## config.mk

```make
export PLATFORM = sky130hd
export DESIGN_NAME = exc_unit
export DESIGN_NICKNAME = d
export VERILOG_FILES = /design/src/logic/exc_detect.v /design/src/logic/exc_unit.v
export VERILOG_INCLUDE_DIRS = /design/src /design/src/logic
export SDC_FILE = /design/constraint.sdc
export NUM_CORES = 1
export LEC_CHECK = 0
export ABC_AREA = 1
export ABC_CLOCK_PERIOD_IN_PS = 4600
export BUFFER_PORTS_ARGS = -buffer_cell sky130_fd_sc_hd__buf_2
export CELL_PAD_IN_SITES_DETAIL_PLACEMENT = 1
export CELL_PAD_IN_SITES_GLOBAL_PLACEMENT = 2
export CORE_ASPECT_RATIO = 1.5
export CORE_MARGIN = 10
export CORE_UTILIZATION = 35
export DETAILED_ROUTE_END_ITERATION = 10
export PLACE_DENSITY = 0.95
export SYNTH_ARGS = -nofsm -noshare
export SYNTH_HDL_FRONTEND = slang
export SYNTH_SLANG_ARGS = --single-unit
```

## constraint.sdc

```tcl
create_clock -name pclk -period 4.6 [get_ports pclk]
set_input_delay 0.23 -clock pclk [delete_from_list [all_inputs] [get_ports pclk]]
set_output_delay 0.23 -clock pclk [all_outputs]
set_load 0.01 [all_outputs]
```

## src/logic/exc_consts.vh

```
/*
 Constants for the exception unit: APB offsets, machine-state bit positions,
 syndrome bit positions, vector offsets and reset values.
 Assumes a 32-bit APB register bus with word-aligned registers.
*/
`ifndef EXC_CONSTS_VH
`define EXC_CONSTS_VH

// Register byte addresses
`define OFF_MACHINE_STATE  12'h000
`define OFF_SAVE_ADDR      12'h004
`define OFF_SAVE_STATE     12'h008
`define OFF_VECTOR_PREFIX  12'h00c
`define OFF_FAULT_ADDR     12'h010
`define OFF_SYNDROME       12'h014
`define OFF_STATUS         12'h018
`define OFF_PC             12'h01c

// Machine-state bit positions (bit 0 is the least significant)
`define MS_AUX_AVAIL   25
`define MS_AUX_EXC_EN  19
`define MS_WAIT        18
`define MS_CRIT_EN     17
`define MS_EXT_EN      15
`define MS_PROBLEM     14
`define MS_FLOAT_AVAIL 13
`define MS_MCHK_EN     12
`define MS_FE0         11
`define MS_DWE         10
`define MS_DBG_EN      9
`define MS_FE1         8
`define MS_IR          5
`define MS_DR          4

// Bits cleared on entry to every handler covered here
`define MS_CLEAR_MASK  32'h020ced30

// Syndrome bit positions
`define SY_MCHK        31
`define SY_ILLEGAL     27
`define SY_PRIV        26
`define SY_TRAP        25
`define SY_FLOAT       24
`define SY_AUX         23
`define SY_UNIMPL      22
`define SY_KEEP_MASK   32'h80000000

// Vector offsets
`define VEC_ALIGN      16'h0600
`define VEC_PROGRAM    16'h0700
`define VEC_FLOAT_UNAV 16'h0800

// Reset values
`define MS_RESET       32'h00000000
`define PREFIX_RESET   16'h0000
`define PC_RESET       32'hfffffffc

`endif

```

## src/logic/exc_detect.v

```verilog
/*
 Combinational classifier for one instruction in the execute slot: decides
 whether it takes an alignment, program or floating-point unavailable fault.
 Assumes decode and coprocessor inputs are stable and synchronous to pclk.
*/
`timescale 1ns/100ps
`default_nettype none

module exc_detect (
    input  wire        is_block_zero,
    input  wire        nocache_or_wt,
    input  wire        is_word_excl,
    input  wire        is_copro_ls,
    input  wire [1:0]  ls_size,
    input  wire        is_float_instr,
    input  wire [31:0] data_addr,
    input  wire        opcode_illegal,
    input  wire        is_privileged,
    input  wire        is_tlb_instr,
    input  wire        is_trap,
    input  wire        trap_cond,
    input  wire        problem_state,
    input  wire        float_available,
    input  wire        mmu_present_tie,
    input  wire        aux_exception_in,
    input  wire        float_exception_in,
    input  wire        aux_decoded_op,
    input  wire        float_decoded_op,
    input  wire        coproc_valid_op,
    output wire        align_fault,
    output wire        float_unav,
    output reg  [5:0]  prog_cause
);

    // Alignment faults; size 0 half, 1 word, 2 double, 3 quad
    wire misalign_ls = is_copro_ls &&
        ((ls_size == 2'd0 && data_addr[0]) ||
         ((ls_size == 2'd1 || ls_size == 2'd2) && data_addr[1:0] != 2'd0) ||
         (ls_size == 2'd3 && data_addr[3:0] != 4'h0));
    assign align_fault = (is_block_zero && nocache_or_wt) ||
                         (is_word_excl && data_addr[1:0] != 2'd0) ||
                         misalign_ls;

    assign float_unav = float_decoded_op && !float_available;

    // One-hot cause, first match wins: illegal, priv, trap, unimpl, float, aux
    always @* begin
        prog_cause = 6'h00;
        if (opcode_illegal || (is_tlb_instr && !mmu_present_tie)) begin
            prog_cause = 6'h20;
        end else if (is_privileged && problem_state) begin
            prog_cause = 6'h10;
        end else if (is_trap && trap_cond) begin
            prog_cause = 6'h08;
        end else if ((aux_decoded_op || float_decoded_op) && !coproc_valid_op) begin
            prog_cause = 6'h04;
        end else if (float_decoded_op && float_exception_in) begin
            prog_cause = 6'h02;
        end else if (aux_decoded_op && aux_exception_in) begin
            prog_cause = 6'h01;
        end
    end

endmodule

`default_nettype wire

```

## src/logic/exc_unit.v

```verilog
/*
 Exception unit for alignment, program and floating-point unavailable faults.
 Holds machine state, save-restore pair, vector prefix, fault address and
 syndrome; redirects the program counter. Software reaches registers by APB.
 Assumes the pipeline presents one instruction per instr_valid pulse and
 honours instr_block in the same cycle.
*/
// Our own choices: the placing of the registers and register access over APB.
`timescale 1ns/100ps
`default_nettype none
`include "exc_consts.vh"

module exc_unit #(
    parameter [31:0] RESET_PC = `PC_RESET
) (
    input  wire        pclk,
    input  wire        presetn,
    input  wire        psel,
    input  wire        penable,
    input  wire        pwrite,
    input  wire [11:0] paddr,
    input  wire [31:0] pwdata,
    output reg  [31:0] prdata,
    output wire        pready,
    output wire        pslverr,
    input  wire        instr_valid,
    input  wire [31:0] instr_addr,
    input  wire        is_rfi,
    input  wire        is_block_zero,
    input  wire        nocache_or_wt,
    input  wire        is_word_excl,
    input  wire        is_copro_ls,
    input  wire [1:0]  ls_size,
    input  wire        is_float_instr,
    input  wire [31:0] data_addr,
    input  wire        opcode_illegal,
    input  wire        is_privileged,
    input  wire        is_tlb_instr,
    input  wire        is_trap,
    input  wire        trap_cond,
    input  wire        mmu_present_tie,
    input  wire        aux_exception_in,
    input  wire        float_exception_in,
    input  wire        aux_decoded_op,
    input  wire        float_decoded_op,
    input  wire        coproc_valid_op,
    output wire        instr_block,
    output reg         redirect,
    output reg  [31:0] pc_r
);

    reg  [31:0] machine_state_r;
    reg  [31:0] save_restore_addr_r;
    reg  [31:0] save_restore_state_r;
    reg  [15:0] vector_prefix_r;
    reg  [31:0] fault_data_addr_r;
    reg  [31:0] syndrome_r;
    reg  [1:0]  last_class_r;
    reg  [7:0]  fault_count_r;

    wire        align_fault;
    wire        float_unav;
    wire [5:0]  prog_cause;

    // Entry value of machine state, shared by all three classes
    function [31:0] entry_state;
        input [31:0] ms;
        begin
            entry_state = ms & ~`MS_CLEAR_MASK;
        end
    endfunction

    // Syndrome image for a program cause, machine-check bit kept
    function [31:0] cause_syndrome;
        input [31:0] old;
        input [5:0]  cause;
        reg   [31:0] s;
        begin
            s = old & `SY_KEEP_MASK;
            s[`SY_ILLEGAL] = cause[5];
            s[`SY_PRIV]    = cause[4];
            s[`SY_TRAP]    = cause[3];
            s[`SY_UNIMPL]  = cause[2];
            s[`SY_FLOAT]   = cause[1];
            s[`SY_AUX]     = cause[0];
            cause_syndrome = s;
        end
    endfunction

    exc_detect u_detect (
        .is_block_zero      (is_block_zero),
        .nocache_or_wt      (nocache_or_wt),
        .is_word_excl       (is_word_excl),
        .is_copro_ls        (is_copro_ls),
        .ls_size            (ls_size),
        .is_float_instr     (is_float_instr),
        .data_addr          (data_addr),
        .opcode_illegal     (opcode_illegal),
        .is_privileged      (is_privileged),
        .is_tlb_instr       (is_tlb_instr),
        .is_trap            (is_trap),
        .trap_cond          (trap_cond),
        .problem_state      (machine_state_r[`MS_PROBLEM]),
        .float_available    (machine_state_r[`MS_FLOAT_AVAIL]),
        .mmu_present_tie    (mmu_present_tie),
        .aux_exception_in   (aux_exception_in),
        .float_exception_in (float_exception_in),
        .aux_decoded_op     (aux_decoded_op),
        .float_decoded_op   (float_decoded_op),
        .coproc_valid_op    (coproc_valid_op),
        .align_fault        (align_fault),
        .float_unav         (float_unav),
        .prog_cause         (prog_cause)
    );

    // Fault priority: program, then float unavailable, then alignment
    wire take_prog  = instr_valid && (prog_cause != 6'h00);
    wire take_funav = instr_valid && !take_prog && float_unav;
    wire take_align = instr_valid && !take_prog && !float_unav && align_fault;
    wire take_any   = take_prog || take_funav || take_align;
    wire take_rfi   = instr_valid && is_rfi && !take_any;

    // Offending instruction must not complete
    assign instr_block = take_any;

    // APB: zero wait states, never errors; unmapped reads return zero
    assign pready  = 1'b1;
    assign pslverr = 1'b0;
    wire apb_wr = psel && penable && pwrite;

    // Vector target for the class being taken
    reg [15:0] vec_low;
    always @* begin
        if (take_prog) begin
            vec_low = `VEC_PROGRAM;
        end else if (take_funav) begin
            vec_low = `VEC_FLOAT_UNAV;
        end else begin
            vec_low = `VEC_ALIGN;
        end
    end

    // Architected state; hardware entry wins over a same-cycle bus write
    always @(posedge pclk or negedge presetn) begin
        if (!presetn) begin
            machine_state_r      <= `MS_RESET;
            save_restore_addr_r  <= 32'h00000000;
            save_restore_state_r <= 32'h00000000;
            vector_prefix_r      <= `PREFIX_RESET;
            fault_data_addr_r    <= 32'h00000000;
            syndrome_r           <= 32'h00000000;
            pc_r                 <= RESET_PC;
            redirect             <= 1'b0;
            last_class_r         <= 2'd0;
            fault_count_r        <= 8'h00;
        end else begin
            redirect <= take_any || take_rfi;
            if (take_any) begin
                save_restore_addr_r  <= instr_addr;
                save_restore_state_r <= machine_state_r;
                machine_state_r      <= entry_state(machine_state_r);
                pc_r                 <= {vector_prefix_r, vec_low};
                fault_count_r        <= fault_count_r + 8'h01;
                if (take_prog) begin
                    syndrome_r   <= cause_syndrome(syndrome_r, prog_cause);
                    last_class_r <= 2'd1;
                end else if (take_funav) begin
                    last_class_r <= 2'd2;
                end else begin
                    fault_data_addr_r <= data_addr;
                    last_class_r      <= 2'd3;
                end
            end else if (take_rfi) begin
                pc_r            <= save_restore_addr_r;
                machine_state_r <= save_restore_state_r;
            end else begin
                if (instr_valid) begin
                    pc_r <= instr_addr + 32'h00000004;
                end
                if (apb_wr) begin
                    case (paddr)
                        `OFF_MACHINE_STATE: machine_state_r      <= pwdata;
                        `OFF_SAVE_ADDR:     save_restore_addr_r  <= pwdata;
                        `OFF_SAVE_STATE:    save_restore_state_r <= pwdata;
                        `OFF_VECTOR_PREFIX: vector_prefix_r      <= pwdata[15:0];
                        `OFF_FAULT_ADDR:    fault_data_addr_r    <= pwdata;
                        `OFF_SYNDROME:      syndrome_r           <= pwdata;
                        default: ;
                    endcase
                end
            end
        end
    end

    // Read data registered during setup so it is stable in the access phase
    always @(posedge pclk or negedge presetn) begin
        if (!presetn) begin
            prdata <= 32'h00000000;
        end else if (psel && !penable && !pwrite) begin
            case (paddr)
                `OFF_MACHINE_STATE: prdata <= machine_state_r;
                `OFF_SAVE_ADDR:     prdata <= save_restore_addr_r;
                `OFF_SAVE_STATE:    prdata <= save_restore_state_r;
                `OFF_VECTOR_PREFIX: prdata <= {16'h0000, vector_prefix_r};
                `OFF_FAULT_ADDR:    prdata <= fault_data_addr_r;
                `OFF_SYNDROME:      prdata <= syndrome_r;
                `OFF_STATUS:        prdata <= {22'h000000, last_class_r, fault_count_r};
                `OFF_PC:            prdata <= pc_r;
                default:            prdata <= 32'h00000000;
            endcase
        end
    end

endmodule

`default_nettype wire

```

== After elaboration in Yosys (flattened, before gate mapping) ==
Index checks and enable logic that the tools add are counted.
Storage, ports and cells
  output and inout bits: 68
  logic and storage cells: 133
  bits in registers: 251
  input bits: 133
Cells by class
  equal/unequal tests: 14
  reductions and logical operators: 65
  muxes and demuxes: 37
  add/subtract/negate cells: 2
  bitwise logic cells: 2
Operators with widths (number)
  32-bit two-way mux: 24
  32-bit one-hot mux with 8 select lines: 1
  12-bit by 5-bit == test with 1-bit output, second input constant: 4
  32-bit by 3-bit adder with 32-bit output, second input constant: 1
  31-bit two-way mux: 1
  6-bit two-way mux: 5
  26-bit two-way mux: 1
  12-bit by 4-bit == test with 1-bit output, second input constant: 2
  1-bit logical AND: 24
  16-bit two-way mux: 1
  2-bit nonzero test: 8
  12-bit by 3-bit == test with 1-bit output, second input constant: 1
  12-bit logical NOT: 1
  12-bit two-way mux: 1
  4-bit AND reduction: 3
  1-bit logical OR: 10
  3-bit AND reduction: 3
  3-bit nonzero test: 3
  8-bit by 1-bit adder with 8-bit output, second input constant: 1
  1-bit logical NOT: 8
  2-bit inequality test, second input constant: 4
  6-bit nonzero test: 1
  5-bit AND reduction: 1
  2-bit == test, second input constant: 2
  other kinds (7): 9

== Logic depth before layout (Yosys ltp) ==
Gate-level depths: netlist (run 1).
  depth in word-level cells: 18
  gate-level depth with buffers: 15
  depth with buffers taken out: 14

== Modules after synthesis ==
From an unflattened synthesis (run 1), not the netlist that was laid out.
Unflattened totals
  cells, all modules: 2098
  area total of the unflattened synthesis: 14395.1 sq um
By module, submodules not included
  exc_unit: area each 14203.6 sq um, times used 1, cells an instance 2064, sequential area each 6318.6 sq um
  exc_detect: area each 191.4 sq um, times used 1, cells an instance 34, sequential area each 0.0 sq um

== Worst setup path after synthesis (run 1) ==
OpenSTA, ideal clock, no wires.
  path type: input port to flip-flop
  start: in ls_size[0]
  end: reg save_restore_addr_r[16]
  cell stages on the path: 14
  slack: 2782 ps
  buffers on the path: 2
  required time: 4473 ps
  arrival time: 1691 ps
  path through: inv_1 > ha_1 > o21ai_0 > nand2_1 > nand2_1 > nand2_1 > nor2_2 > nand2_4 > nand2_4 > buf_6 > nand2_4 > buf_2 > nand2_1 > o211ai_2
On the way
  cells in the longest elaborated chain, start to end: 13
  elaborated cells on any way between the ends: 21
  classes of those cells: eq/ne: 4; mux: 1; reduce/logical: 16
RTL lines
  start: declaration: RTL line exc_unit.v:33  | input wire [1:0] ls_size,
  2-bit by 1-bit == test with 1-bit output or 2-bit == test (tied branches): RTL line exc_detect.v:38  | ((ls_size == 2'd1 || ls_size == 2'd2) && data_addr[1:0] != 2'd0) ||
  1-bit logical OR: RTL line exc_detect.v:38
  1-bit logical AND: RTL line exc_detect.v:38
  1-bit logical OR: RTL line exc_detect.v:37  | ((ls_size == 2'd0 && data_addr[0]) ||
  1-bit logical OR *: RTL line exc_detect.v:38
  1-bit logical AND *: RTL line exc_detect.v:36  | wire misalign_ls = is_copro_ls &&
  1-bit logical OR *: RTL line exc_detect.v:41  | (is_word_excl && data_addr[1:0] != 2'd0) ||
  1-bit logical AND *: RTL line exc_unit.v:119  | wire take_align = instr_valid && !take_prog && !float_unav && align_fault;
  1-bit logical OR *: RTL line exc_unit.v:120  | wire take_any = take_prog || take_funav || take_align;
  1-bit logical NOT: RTL line exc_unit.v:121  | wire take_rfi = instr_valid && is_rfi && !take_any;
  1-bit logical AND: RTL line exc_unit.v:121
  2-bit inequality test (no line)
  3-bit AND reduction (no line)
  end signal: assignment: RTL line exc_unit.v:159  | save_restore_addr_r <= instr_addr;
  end signal: assignment: RTL line exc_unit.v:183  | `OFF_SAVE_ADDR: save_restore_addr_r <= pwdata;
  end: declaration: RTL line exc_unit.v:53  | reg [31:0] save_restore_addr_r;
Every way passes the cells marked *; elsewhere a longest branch is shown, timed or not.
A chain may end at the register's enable or synchronous reset.

== Worst setup path after layout (run 1) ==
  start: reg machine_state_r[13]
  end: reg pc_r[21]
On the way
  cells in the longest elaborated chain, start to end: 10
  elaborated cells on any way between the ends: 13
  classes of those cells: mux: 2; reduce/logical: 11
RTL lines
  start: declaration: RTL line exc_unit.v:52  | reg [31:0] machine_state_r;
  start signal: assignment: RTL line exc_unit.v:146  | machine_state_r <= `MS_RESET;
  start signal: assignment: RTL line exc_unit.v:161  | machine_state_r <= entry_state(machine_state_r);
  start signal: assignment: RTL line exc_unit.v:175  | machine_state_r <= save_restore_state_r;
  1-bit logical NOT *: RTL line exc_detect.v:44  | assign float_unav = float_decoded_op && !float_available;
  1-bit logical AND *: RTL line exc_detect.v:44
  1-bit logical NOT: RTL line exc_unit.v:119
  1-bit logical AND (2 in a row): RTL line exc_unit.v:119
  1-bit logical OR *: RTL line exc_unit.v:120
  1-bit logical NOT: RTL line exc_unit.v:121
  1-bit logical AND: RTL line exc_unit.v:121
  32-bit two-way mux: RTL line exc_unit.v:173  | end else if (take_rfi) begin
  32-bit two-way mux: RTL line exc_unit.v:158  | if (take_any) begin
  end signal: assignment: RTL line exc_unit.v:162  | pc_r <= {vector_prefix_r, vec_low};
  end signal: assignment: RTL line exc_unit.v:174  | pc_r <= save_restore_addr_r;
  end signal: assignment: RTL line exc_unit.v:178  | pc_r <= instr_addr + 32'h00000004;
  end: declaration: RTL line exc_unit.v:49  | output reg [31:0] pc_r
Marks and branches as above.

==> out/metrics.cfg, run 1 <==
[die]
core_mm2=0.0410
die_h_um=269
rows=91
fp.dieW_um=186
num_io_pins=201
start_util_pct=35.2
die_area_mm2=0.0499

[grt]
grt_max_degree=94
grt.overflow.total=0
grt_pass1_vias=16400
antenna_found_initial=1
grtUsageTotal_pct=26.5
grt_pass1_wl_mm=99.9

[placement]
io_buffers=197
place.gp.congestion=0.936
placedCellCount=2691
post-dp-hpwl_mm=47.6
place_worst_setup_slack_ns=1.05

[layout]
nNetsFinal=2416
instances_no_fill=2812
syn_to_final_growth_pct=21.6
layout-drive-gt1-share_pct=16.5
num_antenna_cells=0
final_util_pct=42.8

[synthesis]
yosysSeqAreaShare_pct=43.8
synthCells=2056
ys.flop_type=dfrtp_1
synth_largest_area_cell=dfrtp_1
ys_warn_count=0
synthTopCellsByCount=nand2_1, dfrtp_1, nand3_1, inv_1, nor2_1
synth-edff-count=0
ys_types=40
synth_nets=2193
syn_avg_cell_area_um2=7.01
syn_area_mm2=0.0144
synth_top_area_share_pct=38.3
synthTopCellsByArea=dfrtp_1, nand2_1, nand3_1, dfstp_2, inv_1
async_flop_share_pct=100
yosysMostFrequentCell=nand2_1
synth_seq_cells=251

[cts]
clockBufferDepth=3
cts_max_level=1
clk_latency_ns=0.60
clk_pin_slew_worst_paths_ns=0.06
ctsResizeCount=0
cts_tree=yes
cts_root_buffer=clkbuf_16
cts_setup_buffers=0
cts_made_buffers=28
cts_hold_buf=69
clock_sinks=251

[sta]
period_share_pct=74.3
setup_ws_ns=1.18
hold_viol=0
finalSetupViolCount=0
worst-slew-pin-transition_ns=1.15
rsz0062_at_grt=no
fmax_ghz=0.293
fin_skew_ns=0.0504
maxSlewHeadroom_pct=22.8
setup_tns_ns=0
slew_violations=0
finalCriticalPeriod_ns=3.42

[route]
post_drt_wl_per_cell_um=23.7
via_per_inst=5.46
dr.pass1.iters=5
wl_met1_mm=24.5
wirelength_mm=66.7
top_layer_used=met4
ant_nets=0
vias=15400
wl_met2_mm=32.5
met3_length_mm=4.02
post-route-drc-count=0
drtIter0Drc=1088

[setup_path]
r2r_start=machine_state_r[13]$_DFFE_PN0P_
critPathMaxFanout=47
r2r_end=pc_r[21]$_DFFE_PN1P_
critPathLaunch=machine_state_r[13]$_DFFE_PN0P_
startpoint_type=register
path_class=reg -> reg
crit_path_end_kind=register
crit_required_ns=5.09
ff2ff_path_depth=11
rrSetupSlack_ns=1.18
endpoint=pc_r[21]$_DFFE_PN1P_
cp.arrival_ns=3.90

[power_and_ir_drop]
total_power_uw=6120
internal_power_uw=4220
power.density_mw_per_mm2=349
p_sw_uw=1900
switching_share_pct=31.0
leakage_uw=0.00924
p_comb_share_pct=16.9
pwr-share-seq_pct=43.3
pwr-share-clk_pct=39.8
irDropWorstVdd_mv=0.268

[min_path]
min_from=data_addr[27]
min_path_type=in -> reg

[status]
status=completed

[job]
drv_cap=0

-- worst min-delay path by stage --
| stage | endpoint | cells after the start |
|---|---|---|
| 2_1_floorplan | fault_count_r[0]$_DFFE_PN0P_ | 0 |
| 3_3_place_gp | prdata[7]$_DFFE_PN0P_ | 1 |
| 3_5_place_dp | prdata[7]$_DFFE_PN0P_ | 1 |
| 4_1_cts | fault_data_addr_r[27]$_DFFE_PN0P_ | 5 |
| 5_1_grt | save_restore_addr_r[22]$_DFFE_PN0P_ | 3 |
| 6_report | fault_data_addr_r[27]$_DFFE_PN0P_ | 5 |
-- metal layers --
metal	track usage (%)	up-vias
li1	-	6971
met3	4.17	212
met1	29.3	7568
met5	0	-
met4	19.9	0
met2	44.9	599
-- power by group through the flow --
stage,combinational (uW),clock (uW),sequential [uW]
2_1_floorplan,559,0,2630
3_3_place_gp,937,0,2670
3_5_place_dp,981,0,2680
4_1_cts,1030,2460,2640
5_1_grt,1150,2550,2670
6_report,1040,2430,2650
-- cells in the final DEF, fill, tap and decap left out, types with 2 or more instances in the layout --
master and count:
nand3_1 179, dfrtp_1 221, nand2_1 817, o211ai_2 20, clkinv_1 2, clkbuf_1 5, inv_1 168, o22ai_1 21
nor2_1 153, buf_12 5, clkbuf_16 28, nand4_1 13, o21ai_1 15, xor2_1 21, o21ai_0 122, nor3_2 3
inv_2 28, a21oi_1 40, nor2_4 4, nand2_4 3, nor2_2 3, clkinvlp_4 2, buf_2 196, dfstp_2 30
o21ai_2 2, nor3_1 15, o211ai_1 40, buf_4 31, dlygate4sd3_1 69, ha_1 4, xnor2_1 9, clkbuf_8 4
bufinv_16 4, clkinv_2 8, conb_1 2
-- critical path: stages (launching register included) --
cell and delay, ns:
dfrtp_1 0.41, nor2_1 0.17, a21oi_2 0.16, nand2_1 0.08, nor2_2 0.30, nand2_4 0.28
nand2_4 0.40, buf_4 0.70, nand2_1 0.23, inv_2 0.33, nand2_1 0.10, a21oi_1 0.15
-- kinds of logic (layout without fill, tap and decap cells) --
| group | count (synthesis) | after routing | share of synthesized area (%) |
|---|---|---|---|
| AOI/OAI and AO/OA | 265 | 265 | 11.3 |
| xor gates and xnor gates | 30 | 30 | 1.82 |
| other | 2 | 2 | 0.0521 |
| and+or+nand+nor | 1197 | 1197 | 33.8 |
| buffers and inverters | 307 | 552 | 8.94 |
| DFF | 251 | 251 | 43.8 |
| adders and majority gates | 4 | 4 | 0.347 |
-- area by class of cell --
cell class / count / area (um^2)
Tap cell: 511 / 639
Clock buffer: 37 / 774
Multi-Input combinational cell: 1498 / 6850
Inverter: 198 / 743
Fill cell: 5241 / 23500
Clock inverter: 15 / 191
Sequential cell: 251 / 6320
Timing Repair Buffer: 302 / 2020
-- state kept, by name, summed over array words and instances (netlist names) --
name	flops
save_restore_addr_r	32
last_class_r	2
vector_prefix_r	16
syndrome_r	32
save_restore_state_r	32
redirect	1
machine_state_r	32
pc_r	32
prdata	32
fault_data_addr_r	32
fault_count_r	8
-- through the flow --
stage | cell area [um^2] | hold slack (ns)
after CTS | 17500 | 0.00167
final | 17500 | 0.0139
after global routing | 17500 | 0.0315
after floorplan | 14400 | -0.0656
after detailed placement | 15900 | 0.327
after global placement | 15900 | 0.326
Power figures use the tool's default switching activity.
==> inputs of run 2 (changes only) <==
ABC_AREA = 0   (was 1)
ABC_CLOCK_PERIOD_IN_PS = 3150   (was 4600)
CORE_UTILIZATION = 38   (was 35)
PLACE_DENSITY = 0.9   (was 0.95)
clock period = 3.15 ns   (was 4.6 ns; I/O delays follow)
==> run 2 against run 1 <==
Cell count is 25% lower. Combinational power is 45% higher. Highest routed layer unchanged. Synthesized area is 2.3% lower. Global-route usage is 2.0 points lower. Worst setup slack worse by 0.89 ns. Synthesized cell count is 35% lower. Clock skew is 0.036 ns lower. Utilization is 4.8 points higher. Worst hold slack better by 0.012 ns. Total power is 44% higher. Count of clock-buffer cells in the layout is 3 higher. Clock power is 31% higher.
==> out/metrics.cfg, run 2 <==
[setup_path]
startpoint_type=register  ; unchanged
critPathMaxFanout=78  ; was 47
path_class=reg -> out  ; was reg -> reg
critPathLaunch=machine_state_r[14]$_DFFE_PN0P_  ; was machine_state_r[13]$_DFFE_PN0P_
cp.arrival_ns=2.70  ; was 3.90 ns
crit_required_ns=2.99  ; was 5.09 ns
crit_path_end_kind=output port  ; was register
r2r_start=machine_state_r[13]$_DFFE_PN0P_  ; unchanged

[placement]
placedCellCount=1957  ; was 2691
post-dp-hpwl_mm=41.5  ; was 47.6 mm
place.gp.congestion=0.893  ; was 0.936
place_worst_setup_slack_ns=0.256  ; was 1.05 ns
io_buffers=197  ; unchanged

[synthesis]
syn_avg_cell_area_um2=10.6  ; was 7.01 um^2
yosysMostFrequentCell=dfrtp_1  ; was nand2_1
synthCells=1332  ; was 2056
async_flop_share_pct=100  ; unchanged
synth_top_area_share_pct=39.3  ; was 38.3%
synth_largest_area_cell=dfrtp_1  ; unchanged
synth_seq_cells=251  ; unchanged
synth_nets=1469  ; was 2193
ys.flop_type=dfrtp_1  ; unchanged
yosysSeqAreaShare_pct=44.9  ; was 43.8%
ys_types=74  ; was 40
ys_warn_count=0  ; unchanged
synthTopCellsByArea=dfrtp_1, mux2i_1, mux2_2, dfstp_2, mux2_4  ; was dfrtp_1, nand2_1, nand3_1, dfstp_2, inv_1
synthTopCellsByCount=dfrtp_1, nand2_1, mux2i_1, o21ai_0, mux2_2  ; was nand2_1, dfrtp_1, nand3_1, inv_1, nor2_1
syn_area_mm2=0.0141  ; was 0.0144 mm^2
synth-edff-count=0  ; unchanged

[layout]
nNetsFinal=1727  ; was 2416
instances_no_fill=2096  ; was 2812
final_util_pct=47.5  ; was 42.8%
syn_to_final_growth_pct=23.8  ; was 21.6%
layout-drive-gt1-share_pct=29.5  ; was 16.5%
layout_commonest_cell=dfrtp_1  ; was nand2_1
nFillCells=4047  ; was 5241
final_cell_mix=dfrtp_1, buf_2, nand2_1  ; was nand2_1, dfrtp_1, buf_2

[route]
wirelength_mm=56.6  ; was 66.7 mm
drtIter0Drc=1010  ; was 1088
vias=12500  ; was 15400
ant_nets=0  ; unchanged
via_per_inst=5.94  ; was 5.46
post-route-drc-count=0  ; unchanged
post_drt_wl_per_cell_um=27.0  ; was 23.7 um
dr.pass1.iters=6  ; was 5

[cts]
cts_tree=yes  ; unchanged
clockBufferDepth=3  ; unchanged
clk_latency_ns=0.55  ; was 0.60 ns
cts_setup_buffers=0  ; unchanged
cts_made_buffers=27  ; was 28
cts_root_buffer=clkbuf_16  ; unchanged
clock_sinks=251  ; unchanged
ctsResizeCount=0  ; unchanged
cts_max_level=1  ; unchanged
clk_pin_slew_worst_paths_ns=0.07  ; was 0.06 ns

[sta]
slew_violations=0  ; unchanged
fin_hold_ws_ns=0.0261  ; was 0.0139 ns
hold_viol=0  ; unchanged
maxSlewHeadroom_pct=36.2  ; was 22.8%
setup_ws_ns=0.294  ; was 1.18 ns
setup_tns_ns=0  ; unchanged
rsz0062_at_grt=no  ; unchanged
fmax_ghz=0.350
worst-slew-pin-transition_ns=0.957  ; was 1.15 ns
fin_skew_ns=0.0147  ; was 0.0504 ns
finalSetupViolCount=0  ; unchanged
period_share_pct=90.7
finalCriticalPeriod_ns=2.86

[power_and_ir_drop]
leakage_uw=0.00788  ; was 0.00924 uW
p_comb_share_pct=17.2  ; was 16.9%
pwr-share-clk_pct=36.1  ; was 39.8%
pwr-share-seq_pct=46.7  ; was 43.3%
internal_power_uw=6220  ; was 4220 uW
p_sw_uw=2580  ; was 1900 uW
power.density_mw_per_mm2=505  ; was 349 mW/mm^2
irDropWorstVdd_mv=0.282  ; was 0.268 mV
switching_share_pct=29.3  ; was 31.0%

[grt]
grt_max_degree=99  ; was 94
grt.overflow.total=0  ; unchanged
antenna_found_initial=2  ; was 1
grt_pass1_vias=13600  ; was 16400
grt_pass1_wl_mm=85.5  ; was 99.9 mm
grtUsageTotal_pct=24.5  ; was 26.5%

[min_path]
min_from=data_addr[16]  ; was data_addr[27]
min_path_type=in -> reg  ; unchanged

[die]
num_io_pins=201  ; unchanged
start_util_pct=38.4  ; was 35.2%
fp.dieW_um=177  ; was 186 um
die_area_mm2=0.0453  ; was 0.0499 mm^2
die_h_um=256  ; was 269 um
core_mm2=0.0367  ; was 0.0410 mm^2
rows=86  ; was 91

[status]
status=completed  ; unchanged

[job]
drv_cap=0  ; unchanged

-- run 2: cell count changes in the layout (fill, tap and decap cells not counted), sizes merged, moves of 27 or more --
cell     delta
nand2     -667
inv       -153
nand3     -151
mux2      +140
nor2      -128
mux2i     +127
o211ai     -55
a31oi      +32
a22oi      +28
o2bb2ai    +27
-- run 2: per-stage QoR --
stage                     total power (uW)  instance area [um^2]
after floorplan                       4840                 14100
after global placement                5470                 15700
after detailed placement              5570                 15700
after CTS                             8840                 17400
after global routing                  9160                 17400
final                                 8800                 17400
-- run 2: cell type report --
class                   instances  area, um^2  area share (%)
inverters                      44         170           0.976
flip-flops and latches        251        6320            36.2
clock inverters                 9         105           0.603
repair buffers                335        2330            13.3
multi-input cells             931        7160            41.0
clock buffers                  40         754            4.33
well taps                     484         606            3.47
diodes                          2        5.00          0.0287
-- run 2: final timing paths --
kind / slack [ns] / to / cells after the start
setup / recovery: 0.29 / instr_block / 6
hold / removal: 0.03 / fault_data_addr_r[16]$_DFFE_PN0P_ / 3
setup reg to reg: 0.37 / fault_count_r[1]$_DFFE_PN0P_ / 7
hold reg to reg: 0.47 / prdata[4]$_DFFE_PN0P_ / 1
max in group asynchronous: 1.91 / pc_r[26]$_DFFE_PN1P_ / 3
min in group asynchronous: 0.23 / save_restore_state_r[22]$_DFFE_PN0P_ / 2
-- run 2: kinds of logic (layout without fill, tap and decap cells) --
logic type / after synthesis / count (layout) / share of synthesized area, %
adder cells (fa/ha/maj): 4 / 4 / 0.355
other: 2 / 4 / 0.0533
flip-flops: 251 / 251 / 44.9
buffers and inverters: 150 / 428 / 4.75
XOR/XNOR: 17 / 17 / 1.06
AO/OA/AOI/OAI: 330 / 330 / 16.5
multiplexers: 270 / 270 / 21.9
AND/OR/NAND/NOR: 308 / 308 / 10.6
-- run 2: power by group through the flow --
| stage | Sequential [uW] | Combinational [uW] | Clock, uW |
|---|---|---|---|
| 2_1_floorplan | 3970 | 870 | 0 |
| 3_3_place_gp | 4120 | 1350 | 0 |
| 3_5_place_dp | 4150 | 1420 | 0 |
| 4_1_cts | 4100 | 1510 | 3230 |
| 5_1_grt | 4150 | 1650 | 3360 |
| 6_report | 4110 | 1510 | 3180 |
-- run 2: worst max-delay path, cell delays in order, from the launching register on --
cell and delay, ns:
dfrtp_1 0.44, a22o_1 0.26, or3_1 0.48, o31ai_4 0.41, inv_6 0.08, buf_12 0.22, buf_2 0.20
-- run 2: per-layer routing --
layer | vias to the layer above | global-route usage [%] | part of all wire [%]
met5 | - | 0 | 0
met3 | 145 | 3.94 | 5.6
li1 | 5438 | - | -
met4 | 0 | 15.3 | 6.7
met1 | 6403 | 27.3 | 37
met2 | 470 | 42.5 | 51
-- run 2: timing repair --
item	4_1_cts	5_1_grt
hold buffers	88	0
hold endpoints to repair	176	0
endpoints found under the setup margin	0	0
